$ cat config.mk
export PLATFORM = sky130hd
export DESIGN_NAME = pllc_ctrl
export DESIGN_NICKNAME = d
export VERILOG_FILES = /design/src/verilog/pllc_pkg.sv /design/src/verilog/pllc_sync.sv /design/src/verilog/pllc_lock_flag.sv /design/src/verilog/pllc_ctrl.sv
export SDC_FILE = /design/constraint.sdc
export NUM_CORES = 1
export LEC_CHECK = 0
export ABC_AREA = 1
export BUFFER_PORTS_ARGS = -buffer_cell sky130_fd_sc_hd__buf_4
export CORE_ASPECT_RATIO = 1.25
export CORE_MARGIN = 5
export CORE_UTILIZATION = 42
export DETAILED_ROUTE_END_ITERATION = 12
export PLACE_DENSITY = 0.75
export SETUP_SLACK_MARGIN = 0.1
export SLEW_MARGIN = 25
export SYNTH_ARGS = -nofsm -noshare
export SYNTH_HDL_FRONTEND = slang
export SYNTH_SLANG_ARGS = --single-unit
$ cat constraint.sdc
create_clock -name core_clk -period 2.9 [get_ports core_clk]
set_input_delay 0.58 -clock core_clk [delete_from_list [all_inputs] [get_ports core_clk]]
set_output_delay 0.58 -clock core_clk [all_outputs]
set_load 0.05 [all_outputs]
$ cat src/verilog/pllc_pkg.sv
package pllc_pkg;
    // register word indices; byte address is four times the index
    localparam logic [5:0] IDX_CTL = 6'h36;
    localparam logic [5:0] IDX_BWC = 6'h37;
    localparam logic [5:0] IDX_MUL_LO = 6'h38;
    localparam logic [5:0] IDX_MUL_HI = 6'h39;
    localparam logic [5:0] IDX_RANGE = 6'h3A;

    // loop control register fields
    localparam int CTL_IE = 7;
    localparam int CTL_FLAG = 6;
    localparam int CTL_ON = 5;
    localparam int CTL_BASE_SEL = 4;
    localparam int CTL_VPR_HI = 1;
    localparam int CTL_VPR_LO = 0;

    // bandwidth control register fields
    localparam int BWC_AUTO = 7;
    localparam int BWC_LOCK = 6;
    localparam int BWC_ACQ = 5;

    localparam int DATA_W = 8;
    localparam int MUL_HI_W = 4;
    localparam int MUL_W = 12;

    localparam logic [3:0] MUL_HI_RST = 4'h0;
    localparam logic [7:0] MUL_LO_RST = 8'h40;
    localparam logic [7:0] RANGE_RST = 8'h40;
    localparam logic [1:0] VPR_RST = 2'h0;
    localparam logic LOOP_ON_RST = 1'b1;

    localparam logic [11:0] MUL_ZERO = 12'h000;
    localparam logic [11:0] MUL_ONE = 12'h001;
    localparam logic [7:0] RANGE_ZERO = 8'h00;
    localparam logic [23:0] UPPER_ZERO = 24'h000000;
endpackage

$ cat src/verilog/pllc_sync.sv
`timescale 1ns/100ps
module pllc_sync
(
    input wire logic core_clk,
    input wire logic rst,
    input wire logic async_in,
    output logic sync_out
);
    logic [2:0] stage;

    always_ff @(posedge core_clk or posedge rst)
    begin
        if (rst)
            stage <= 3'h0;
        else
            stage <= {stage[1:0], async_in};
    end

    // a change counts only once the last two stages agree
    always_ff @(posedge core_clk or posedge rst)
    begin
        if (rst)
            sync_out <= 1'b0;
        else if (stage[2] == stage[1])
            sync_out <= stage[2];
    end
endmodule

$ cat src/verilog/pllc_lock_flag.sv
`timescale 1ns/100ps
module pllc_lock_flag
(
    input wire logic core_clk,
    input wire logic rst,
    input wire logic lock_sync,
    input wire logic auto_mode,
    input wire logic clear,
    output logic flag
);
    logic lock_q;
    logic lock_edge;

    always_ff @(posedge core_clk or posedge rst)
    begin
        if (rst)
            lock_q <= 1'b0;
        else
            lock_q <= lock_sync;
    end

    assign lock_edge = lock_sync ^ lock_q;

    // a lock change in the clearing cycle wins over the clear
    always_ff @(posedge core_clk or posedge rst)
    begin
        if (rst)
            flag <= 1'b0;
        else if (!auto_mode)
            flag <= 1'b0;
        else if (lock_edge)
            flag <= 1'b1;
        else if (clear)
            flag <= 1'b0;
    end
endmodule

$ cat src/verilog/pllc_ctrl.sv
// Design decision made here: register access over Wishbone.
`timescale 1ns/100ps
// Summary of operation
// multiplier from twelve bits, zero acts as one
// multiplier resets to sixty-four
// multiplier writes ignored while loop enabled
// upper high-register bits read zero
// range writes ignored while loop enabled
// zero range disables loop, clears base select
// base select cannot set with zero range
// range register resets to 0x40
// lock change requests interrupt when enabled
// flag sets on lock change in auto
// manual bandwidth: no interrupt, flag zero
// software reads lock after interrupt
// base select allowed while unlocked; software checks
// wait mode leaves generator untouched
// stop without osc option: everything off, low
// stop with osc option: loop off only
// break protection keeps flag on access
// flag cleared in break stays cleared
// software programs range before enabling loop
// control register read clears flag
// synchronised lock edge sets flag
module pllc_ctrl
(
    input wire logic core_clk,
    input wire logic rst,
    input wire logic wb_cyc_i,
    input wire logic wb_stb_i,
    input wire logic wb_we_i,
    input wire logic [7:0] wb_adr_i,
    input wire logic [3:0] wb_sel_i,
    input wire logic [31:0] wb_dat_i,
    output logic [31:0] wb_dat_o,
    output logic wb_ack_o,
    input wire logic lock_in,
    input wire logic acq_in,
    input wire logic stop_mode,
    input wire logic osc_run_in_stop,
    input wire logic break_state,
    input wire logic break_flag_clear_enable,
    output logic loop_power,
    output logic base_clock_select,
    output logic [11:0] multiplier_n,
    output logic [7:0] range_linear,
    output logic [1:0] power_range,
    output logic auto_bandwidth,
    output logic acq_manual,
    output logic osc_enable,
    output logic clock_out_enable,
    output logic clockgen_irq_out
);
    logic req;
    logic take;
    logic [5:0] word_idx;
    logic [7:0] wr_byte;
    logic lane_ok;
    logic wr_ctl;
    logic wr_bwc;
    logic wr_mul_lo;
    logic wr_mul_hi;
    logic wr_range;
    logic rd_ctl;
    logic [7:0] rd_byte;
    logic flag_seen;
    logic flag_protect;
    logic flag_clear;
    logic [3:0] mul_hi;
    logic [7:0] mul_lo;
    logic [11:0] mul_all;
    logic [1:0] vpr;
    logic loop_enable;
    logic base_sel;
    logic irq_en;
    logic auto_mode;
    logic acq_store;
    logic lock_sync;
    logic acq_sync;
    logic flag;
    logic range_zero;
    logic stop_full;
    logic next_loop_power;
    logic next_osc_enable;
    logic next_clock_out_enable;
    logic next_irq;
    logic [11:0] next_multiplier_n;

    // bus decode; the data byte lives in lane 0 only
    assign req = wb_cyc_i & wb_stb_i;
    assign take = req & wb_ack_o;
    assign word_idx = wb_adr_i[7:2];
    assign wr_byte = wb_dat_i[pllc_pkg::DATA_W-1:0];
    assign lane_ok = wb_sel_i[0];
    assign wr_ctl = take & wb_we_i & lane_ok & (word_idx == pllc_pkg::IDX_CTL);
    assign wr_bwc = take & wb_we_i & lane_ok & (word_idx == pllc_pkg::IDX_BWC);
    assign wr_mul_lo = take & wb_we_i & lane_ok & (word_idx == pllc_pkg::IDX_MUL_LO);
    assign wr_mul_hi = take & wb_we_i & lane_ok & (word_idx == pllc_pkg::IDX_MUL_HI);
    assign wr_range = take & wb_we_i & lane_ok & (word_idx == pllc_pkg::IDX_RANGE);
    assign rd_ctl = take & ~wb_we_i & (word_idx == pllc_pkg::IDX_CTL);

    assign range_zero = (range_linear == pllc_pkg::RANGE_ZERO);
    assign mul_all = {mul_hi, mul_lo};

    // break state with clearing disabled shields the flag from control reads, not from a BWC write that clears auto
    assign flag_protect = break_state & ~break_flag_clear_enable;
    // only a flag that the read actually returned is cleared, so a lock
    // change landing between sample and clear is not lost
    assign flag_clear = rd_ctl & flag_seen & ~flag_protect;

    pllc_sync lock_sync_i
    (
        .core_clk(core_clk),
        .rst(rst),
        .async_in(lock_in),
        .sync_out(lock_sync)
    );

    pllc_sync acq_sync_i
    (
        .core_clk(core_clk),
        .rst(rst),
        .async_in(acq_in),
        .sync_out(acq_sync)
    );

    pllc_lock_flag lock_flag_i
    (
        .core_clk(core_clk),
        .rst(rst),
        .lock_sync(lock_sync),
        .auto_mode(auto_mode),
        .clear(flag_clear),
        .flag(flag)
    );

    // registered ack: answer one cycle after the request, drop after one
    always_ff @(posedge core_clk or posedge rst)
    begin
        if (rst)
            wb_ack_o <= 1'b0;
        else
            wb_ack_o <= req & ~wb_ack_o;
    end

    always_comb
    begin
        rd_byte = '0;
        case (word_idx)
            pllc_pkg::IDX_CTL:
            begin
                rd_byte[pllc_pkg::CTL_IE] = irq_en;
                rd_byte[pllc_pkg::CTL_FLAG] = flag;
                rd_byte[pllc_pkg::CTL_ON] = loop_enable;
                rd_byte[pllc_pkg::CTL_BASE_SEL] = base_sel;
                rd_byte[pllc_pkg::CTL_VPR_HI:pllc_pkg::CTL_VPR_LO] = vpr;
            end
            pllc_pkg::IDX_BWC:
            begin
                rd_byte[pllc_pkg::BWC_AUTO] = auto_mode;
                rd_byte[pllc_pkg::BWC_LOCK] = lock_sync & auto_mode;
                rd_byte[pllc_pkg::BWC_ACQ] = auto_mode ? acq_sync : acq_store;
            end
            pllc_pkg::IDX_MUL_LO:
                rd_byte = mul_lo;
            pllc_pkg::IDX_MUL_HI:
                rd_byte[pllc_pkg::MUL_HI_W-1:0] = mul_hi;
            pllc_pkg::IDX_RANGE:
                rd_byte = range_linear;
            default:
                rd_byte = '0;
        endcase
    end

    // read data is captured as ack rises; unmapped words read zero
    always_ff @(posedge core_clk or posedge rst)
    begin
        if (rst)
            wb_dat_o <= '0;
        else if (req & ~wb_ack_o)
            wb_dat_o <= {pllc_pkg::UPPER_ZERO, rd_byte};
    end

    always_ff @(posedge core_clk or posedge rst)
    begin
        if (rst)
            flag_seen <= 1'b0;
        else if (req & ~wb_ack_o)
            flag_seen <= flag;
    end

    always_ff @(posedge core_clk or posedge rst)
    begin
        if (rst)
            mul_hi <= pllc_pkg::MUL_HI_RST;
        else if (wr_mul_hi & ~loop_enable)
            mul_hi <= wr_byte[pllc_pkg::MUL_HI_W-1:0];
    end

    always_ff @(posedge core_clk or posedge rst)
    begin
        if (rst)
            mul_lo <= pllc_pkg::MUL_LO_RST;
        else if (wr_mul_lo & ~loop_enable)
            mul_lo <= wr_byte;
    end

    always_ff @(posedge core_clk or posedge rst)
    begin
        if (rst)
            range_linear <= pllc_pkg::RANGE_RST;
        else if (wr_range & ~loop_enable)
            range_linear <= wr_byte;
    end

    always_ff @(posedge core_clk or posedge rst)
    begin
        if (rst)
            vpr <= pllc_pkg::VPR_RST;
        else if (wr_ctl & ~loop_enable)
            vpr <= wr_byte[pllc_pkg::CTL_VPR_HI:pllc_pkg::CTL_VPR_LO];
    end

    // the loop stays on while the vco drives the base clock
    always_ff @(posedge core_clk or posedge rst)
    begin
        if (rst)
            loop_enable <= pllc_pkg::LOOP_ON_RST;
        else if (wr_ctl)
            loop_enable <= wr_byte[pllc_pkg::CTL_ON] | base_sel;
    end

    // selecting the vco needs the loop already on: two writes from off.
    // lock is deliberately not checked here
    always_ff @(posedge core_clk or posedge rst)
    begin
        if (rst)
            base_sel <= 1'b0;
        else if (range_zero | ~loop_enable)
            base_sel <= 1'b0;
        else if (wr_ctl)
            base_sel <= wr_byte[pllc_pkg::CTL_BASE_SEL];
    end

    always_ff @(posedge core_clk or posedge rst)
    begin
        if (rst)
            irq_en <= 1'b0;
        else if (~auto_mode)
            irq_en <= 1'b0;
        else if (wr_ctl)
            irq_en <= wr_byte[pllc_pkg::CTL_IE];
    end

    always_ff @(posedge core_clk or posedge rst)
    begin
        if (rst)
            auto_mode <= 1'b0;
        else if (wr_bwc)
            auto_mode <= wr_byte[pllc_pkg::BWC_AUTO];
    end

    // manual acquisition choice survives a stretch of automatic mode
    always_ff @(posedge core_clk or posedge rst)
    begin
        if (rst)
            acq_store <= 1'b0;
        else if (wr_bwc & ~auto_mode)
            acq_store <= wr_byte[pllc_pkg::BWC_ACQ];
    end

    // wait mode has no input here: nothing changes on entry to it
    always_comb
    begin
        stop_full = stop_mode & ~osc_run_in_stop;
        next_loop_power = loop_enable & ~range_zero & ~stop_mode;
        next_osc_enable = ~stop_full;
        next_clock_out_enable = ~stop_full;
        next_irq = flag & irq_en & auto_mode & ~stop_full;
        if (mul_all == pllc_pkg::MUL_ZERO)
            next_multiplier_n = pllc_pkg::MUL_ONE;
        else
            next_multiplier_n = mul_all;
    end

    // stop gates power directly; the enable bit itself keeps its value
    always_ff @(posedge core_clk or posedge rst)
    begin
        if (rst)
            loop_power <= 1'b0;
        else
            loop_power <= next_loop_power;
    end

    always_ff @(posedge core_clk or posedge rst)
    begin
        if (rst)
        begin
            osc_enable <= 1'b1;
            clock_out_enable <= 1'b1;
        end
        else
        begin
            osc_enable <= next_osc_enable;
            clock_out_enable <= next_clock_out_enable;
        end
    end

    always_ff @(posedge core_clk or posedge rst)
    begin
        if (rst)
            clockgen_irq_out <= 1'b0;
        else
            clockgen_irq_out <= next_irq;
    end

    always_ff @(posedge core_clk or posedge rst)
    begin
        if (rst)
            multiplier_n <= '0;
        else
            multiplier_n <= next_multiplier_n;
    end

    always_ff @(posedge core_clk or posedge rst)
    begin
        if (rst)
        begin
            base_clock_select <= 1'b0;
            power_range <= pllc_pkg::VPR_RST;
            auto_bandwidth <= 1'b0;
            acq_manual <= 1'b0;
        end
        else
        begin
            base_clock_select <= base_sel;
            power_range <= vpr;
            auto_bandwidth <= auto_mode;
            acq_manual <= acq_store;
        end
    end
endmodule

==> out/metrics.cfg, run 1 <==
[yosys]
yosys.area.top_type=dfrtp_1
synth-main-ff-cell=dfrtp_1
synthTopCellsByArea=dfrtp_1 (53%), nand2_1 (9.6%), buf_4 (6.3%)
yosysUniqueCellTypes=28
yosys.cell_count.top_type=nand2_1
synth_top_area_share_pct=53.32
synth_edf_count=0
synth_seq_cells=67
synth_warnings=0
syn_avg_cell_area_um2=9.125
synth_commonest_cells=nand2_1 (76), dfrtp_1 (63), inv_1 (32), o21ai_0 (30), nand3_1 (29)
syn_area_um2=2957
async_flop_share_pct=100.0
seq_area_frac_synth_pct=56.88
netlist_instances=324

[timing]
rsz0062_at_grt=false
slew_viol_final=0
hold_violations=0
min_period_ns=1.661
setup-tns-final_ns=0
fmax_ghz=0.6022
whs_ns=0.3489
fin_crit_sh_pct=57.26
fin_skew_ns=0.005334
worstMarginPinSlew_ns=0.8032
setup_violations=0
slew-limit-headroom_pct=46.45

[detailed_routing]
route.detailed.drc=0
avgViaCountPerCell=4.599
ant_nets=0
drt_iter0_drc=76
dr_total_vias=2189
dr.pass1.iters=4
wire_per_inst_um=13.44
totalWireLength_mm=6.398

[global_route]
antenna_found_initial=0
gr-usage-all-layers_pct=15.54
grt_max_degree=68
grt_pass1_wl_mm=10.94
grt_use_met2_pct=25.56
gr-total-overflow=0
met1_usage_pct=19.11
gr-max-usage-layer=met2
grt_pass1_vias=2261
use_met3_pct=1.906

[status]
status=completed

[finish]
postLayoutCoreUtil_pct=50.99
nets=436
syn_to_final_growth_pct=19.59
regArea_um2=1682
finalNonFillerCells=476
diodes=0
layout-drive-gt1-share_pct=25.13
nFillCells=684
finalInstanceArea_um2=3536
multi_input_area_um2=968.4

[clock_tree]
cts_buffers=9
post-cts-setup-buffers=0
clock_latency_ns=0.33
cts_resized=0
clkTransAtPathRegs_ns=0.07
cts.sinks=67
cts-root-buf=clkbuf_8
cts_tree=yes
postCtsHoldBufs=0
cts.path.max_buffers=2
htreeDepth=3

[power]
p_leak_nw=1.816
powerDensity_nw_per_um2=512.4
irDropWorstVdd_mv=0.2078

[worst_hold_path]
hold_class=input pin to flop

[floorplan]
ios=117
dieWidth_um=85.05
rows=34
initial_utilization_pct=42.64
core_um2=6934
die-area_um2=8828
die_y_um=103.8

[setup_path]
cp_num_buf_inv=1
cp_top_family=flip-flops
crit_path_max_incr_delay_ns=0.55
cp.required_ns=2.32
start_kind=flop
cp_cell_sequence=buf_4
critPathMaxFanout=3
crit_type=flop to output pin
cpMaxStageDelayCell=dfstp_2
cp-end-kind=output pin
cp.arrival_ns=1.08

[place]
dpl-instance-area_um2=3374
io_buffer_count=63
gp_congestion=0.8829
place_inst=460
hpwlAfterDp_mm=4.908

[run]
drv_cap=0

stage by stage:
stage,power (mW),setup WS (ns)
after floorplan,1.157,0.6435
after global placement,1.194,1.058
after detailed placement,1.198,1.013
after CTS,1.832,1.219
after global routing,1.895,1.166
final,1.812,1.239
logic make-up after synthesis:
family                   count (synthesis)  share of synthesized area (%)
adder cells (fa/ha/maj)                  2                         0.6771
XOR/XNOR                                 1                         0.2963
other                                    1                         0.1268
buffers and inverters                   75                          13.29
flip-flops                              67                          56.88
AND/OR/NAND/NOR                        143                          22.72
AO/OA/AOI/OAI                           35                          6.009
worst paths after layout:
path	start	to	slack [ns]	cells past startpoint
worst max-delay path	range_linear[6]	range_linear[6]	1.24	1
worst min-delay path	lock_in	lock_sync_i.stage[0]	0.35	1
worst max register to register	wb_ack_o	range_linear[4]	1.40	5
worst min register to register	acq_sync_i.stage[0]	acq_sync_i.stage[1]	0.36	0
max in group asynchronous	rst	lock_sync_i.stage[2]	1.90	3
min in group asynchronous	rst	multiplier_n[8]	0.48	3
flip-flops by register name, indices dropped and copies added, names as in the netlist, 2 cells and up:
signal             flops
range_linear           8
wb_dat_o               8
multiplier_n          12
acq_sync_i.stage       3
power_range            2
mul_hi                 4
vpr                    2
lock_sync_i.stage      3
mul_lo                 8
area by class of cell:
cell class / count / share of cell area, %
sequential: 67 / 47.56
clock buffer: 11 / 3.716
tap: 90 / 3.185
multi-input combinational: 205 / 27.39
clock inverter: 5 / 0.8493
timing repair buffer: 65 / 13.80
inverter: 33 / 3.503
report_power, final:
| group | switching [mW] | internal, mW | leakage, nW | total (mW) |
|---|---|---|---|---|
| clock network | 0.327 | 0.305 | 0.0791 | 0.633 |
| logic | 0.163 | 0.0501 | 1.01 | 0.213 |
| registers | 0.0112 | 0.954 | 0.722 | 0.966 |
| total | 0.502 | 1.31 | 1.82 | 1.81 |
layout by cell type (no fill, tap or decap):
cell type and instances:
nand3b_1 2, clkinv_1 1, dfrtp_1 63, dfstp_2 4, nand4_2 1, buf_4 65, nand3_1 29, o21ai_1 2
nand2_2 3, maj3_1 2, o31ai_1 1, o21ai_0 30, nor2_4 4, clkinvlp_4 2, clkinv_2 3, nor3_4 1
a21oi_1 2, inv_1 31, nand2_4 1, nand4_1 5, nor2_1 17, nand3_2 1, xnor2_1 1, clkbuf_8 9
inv_2 1, nor3_1 1, conb_1 24, clkbuf_1 2, nand2_1 76, nor2_2 2
layer usage:
| layer | routed length [um] | share of wire, % |
|---|---|---|
| met1 | 2619 | 41 |
| met2 | 3243 | 51 |
| met3 | 297 | 4.6 |
| met4 | 238 | 3.7 |
| met5 | 0 | 0 |
No activity file was read; power rests on OpenSTA's default activity.
==> inputs of run 2 (changes only) <==
--- a/config.mk
+++ b/config.mk
@@ -5,13 +5,13 @@
 export SDC_FILE = /design/constraint.sdc
 export NUM_CORES = 1
 export LEC_CHECK = 0
-export ABC_AREA = 1
+export ABC_AREA = 0
 export BUFFER_PORTS_ARGS = -buffer_cell sky130_fd_sc_hd__buf_4
 export CORE_ASPECT_RATIO = 1.25
 export CORE_MARGIN = 5
 export CORE_UTILIZATION = 42
 export DETAILED_ROUTE_END_ITERATION = 12
-export PLACE_DENSITY = 0.75
+export PLACE_DENSITY = 0.78
 export SETUP_SLACK_MARGIN = 0.1
 export SLEW_MARGIN = 25
 export SYNTH_ARGS = -nofsm -noshare
==> constraint.sdc (replaced) <==
create_clock -name core_clk -period 1.44 [get_ports core_clk]
set_input_delay 0.288 -clock core_clk [delete_from_list [all_inputs] [get_ports core_clk]]
set_output_delay 0.288 -clock core_clk [all_outputs]
set_load 0.05 [all_outputs]
==> out/metrics.cfg, run 2 <==
[finish]
layout-drive-gt1-share_pct=52.41  ; was 25.13%
finalNonFillerCells=419  ; was 476
diodes=0  ; unchanged
regArea_um2=1690  ; was 1682 um^2
nets=382  ; was 436
layout_common_cells=buf_4 (79), dfrtp_1 (56), conb_1 (24)  ; was nand2_1 (76), buf_4 (65), dfrtp_1 (63)
syn_to_final_growth_pct=41.45  ; was 19.59%
final_common_cell=buf_4  ; was nand2_1
multi_input_area_um2=1144  ; was 968.4 um^2
nFillCells=507  ; was 684
top_register=multiplier_n  ; unchanged
largest_reg_flops=12  ; unchanged

[timing]
fmax_ghz=0.5915
hold_violations=0  ; unchanged
whs_ns=0.03056  ; was 0.3489 ns
setup_slack_ns=-0.2507  ; was 1.239 ns
fin_crit_sh_pct=117.4
setup_violations=22  ; was 0
slew_viol_final=0  ; unchanged
min_period_ns=1.691
fin_skew_ns=0.01483  ; was 0.005334 ns
rsz0062_at_grt=true  ; was false

[global_route]
grt_pass1_wl_mm=10.49  ; was 10.94 mm
grt_pass1_vias=2089  ; was 2261
gr-total-overflow=0  ; unchanged
gr-usage-all-layers_pct=15.92  ; was 15.54%
grt_max_degree=68  ; unchanged
antenna_found_initial=0  ; unchanged

[yosys]
synthTopCellsByArea=dfrtp_1 (55%), mux2_2 (11%), buf_4 (6.8%)  ; was dfrtp_1 (53%), nand2_1 (9.6%), buf_4 (6.3%)
synth_top_area_share_pct=54.81  ; was 53.32%
netlist_instances=229  ; was 324
syn_area_um2=2877  ; was 2957 um^2
yosys.area.top_type=dfrtp_1  ; unchanged
yosys.cell_count.top_type=dfrtp_1  ; was nand2_1
synth-main-ff-cell=dfrtp_1  ; unchanged
synth_seq_cells=67  ; unchanged
synth_commonest_cells=dfrtp_1 (63), mux2_2 (27), buf_4 (26), nand2_1 (14), nor2_1 (13)  ; was nand2_1 (76), dfrtp_1 (63), inv_1 (32), o21ai_0 (30), nand3_1 (29)
yosysUniqueCellTypes=43  ; was 28
seq_area_frac_synth_pct=58.46  ; was 56.88%
synth_edf_count=0  ; unchanged
async_flop_share_pct=100.0  ; unchanged
syn_avg_cell_area_um2=12.56  ; was 9.125 um^2
synth_warnings=0  ; unchanged

[place]
io_buffer_count=63  ; unchanged
place_inst=396  ; was 460
gp_congestion=0.8493  ; was 0.8829
hpwlAfterDp_mm=4.863  ; was 4.908 mm

[power]
powerDensity_nw_per_um2=998.0  ; was 512.4 nW/um^2
irDropWorstVdd_mv=0.5762  ; was 0.2078 mV
p_leak_nw=1.983  ; was 1.816 nW
power_mw=4.061  ; was 1.812 mW

[floorplan]
ios=117  ; unchanged
die_y_um=102.5  ; was 103.8 um
initial_utilization_pct=43.54  ; was 42.64%
die-area_um2=8614  ; was 8828 um^2
rows=33  ; was 34
dieWidth_um=84.02  ; was 85.05 um
core_um2=6606  ; was 6934 um^2

[setup_path]
cp_cell_sequence=nand3_4, or3_4, nor4b_4, buf_6, mux2_4  ; was buf_4
crit_path_max_incr_delay_ns=0.44  ; was 0.55 ns
cp_num_buf_inv=1  ; unchanged
start_kind=flop  ; unchanged
cp.required_ns=1.67  ; was 2.32 ns
cp.depth=5  ; was 1
critPathMaxFanout=4  ; was 3
cpMaxStageDelayCell=or3_4  ; was dfstp_2
cp-end-kind=flop  ; was output pin
ff2ff_path_depth=5  ; unchanged
cp.arrival_ns=1.92  ; was 1.08 ns
cp_top_family=simple AND/OR/NAND/NOR gates  ; was flip-flops
crit_type=flop to flop  ; was flop to output pin

[clock_tree]
cts-root-buf=clkbuf_8  ; unchanged
clkTransAtPathRegs_ns=0.08  ; was 0.07 ns
htreeDepth=3  ; unchanged
postCtsHoldBufs=0  ; unchanged
cts_buffers=9  ; unchanged
cts_tree=yes  ; unchanged
cts.path.max_buffers=2  ; unchanged
cts.sinks=67  ; unchanged
clock_latency_ns=0.35  ; was 0.33 ns

[run]
drv_cap=0  ; unchanged

[detailed_routing]
wl_met3_um=403  ; was 297 um
drt_iter0_drc=156  ; was 76
maxUsedRoutingLayer=met4  ; unchanged
totalWireLength_mm=6.876  ; was 6.398 mm
avgViaCountPerCell=4.852  ; was 4.599
route.detailed.drc=0  ; unchanged
wire_per_inst_um=16.41  ; was 13.44 um
dr.pass1.iters=4  ; unchanged
ant_nets=0  ; unchanged
dr_total_vias=2033  ; was 2189
dr_wl_met2_mm=3.530  ; was 3.243 mm
drt-met1-wl_mm=2.769  ; was 2.619 mm

[status]
status=finished with violations  ; was completed
violations=setup timing

[worst_hold_path]
hold_class=input pin to asynchronous set/reset pin  ; was input pin to flop

## run 2: changes by cell type in the layout (fill, tap and decap cells not counted), moves of 5 or more
| cell | before | now |
|---|---|---|
| nand3_1 | 29 | 0 |
| mux2i_1 | 0 | 7 |
| nor2_1 | 17 | 12 |
| dfrtp_2 | 0 | 7 |
| buf_8 | 0 | 10 |
| mux2_4 | 0 | 13 |
| o21ai_0 | 30 | 2 |
| nand2_1 | 76 | 14 |
| buf_4 | 65 | 79 |
| mux2_2 | 0 | 14 |
| inv_1 | 31 | 1 |
| nand4_1 | 5 | 0 |
| dfrtp_1 | 63 | 56 |
| buf_6 | 0 | 13 |
## run 2: metrics by stage
stage	setup WS, ns	TNS, ns	area, um^2	utilization, %
after floorplan	-0.4146	-7.769	2987	-
after global placement	-0.2833	-6.432	3573	54.09
after detailed placement	-0.3033	-7.208	3573	54.09
after CTS	-0.2647	-4.199	3857	58.39
after global routing	-0.2919	-5.004	4069	61.59
final	-0.2507	-3.993	4069	61.59
## run 2: worst paths after layout
check / startpoint / slack (ns) / to
min reg2reg: acq_sync_i.stage[0] / 0.36 / acq_sync_i.stage[1]
min in group core_clk: lock_in / 0.05 / lock_sync_i.stage[0]
max in group asynchronous: rst / 1.09 / clock_out_enable
max: wb_ack_o / -0.25 / mul_hi[0]
min: rst / 0.03 / multiplier_n[1]
max reg2reg: wb_ack_o / -0.25 / mul_hi[0]
## run 2: worst reg2reg max path, stage by stage, from the launching register on
cell	delay, ns
dfrtp_2	0.38
nand3_4	0.07
or3_4	0.44
nor4b_4	0.24
buf_6	0.17
mux2_4	0.30
## run 2: what timing repair did
action	CTS	global route
endpoints found under the setup margin	41	39
pin swaps	1	12
buffers inserted	0	7
gates resized for setup	26	38
## run 2: area by class of cell
cell class / count / share of cell area [%]
Inverter: 4 / 0.4613
Tap cell: 87 / 2.675
Multi-Input combinational cell: 142 / 28.11
Clock inverter: 2 / 0.8610
Timing Repair Buffer: 103 / 22.36
Clock buffer: 14 / 3.998
Sequential cell: 67 / 41.54
## run 2: metal layers
metal	GRT usage, %	up-vias
met2	26.97	72
met3	3.757	15
met1	18.62	1002
met4	9.282	0
li1	-	944
met5	0	-
## run 2: cell families after synthesis
group	Yosys count	share of synthesized area [%]
other	1	0.1304
DFF	67	58.46
muxes	34	13.01
adders and majority gates	2	0.6960
xor gates and xnor gates	1	0.3045
and+or+nand+nor	59	12.79
AOI/OAI and AO/OA	22	5.351
buffers and inverters	43	9.265
## run 2: where the power goes
part / switching, mW / internal, mW / leakage [nW]
logic: 0.366 / 0.174 / 1.01
clock network: 0.672 / 0.894 / 0.101
registers: 0.0273 / 1.93 / 0.877
total: 1.07 / 2.99 / 1.98
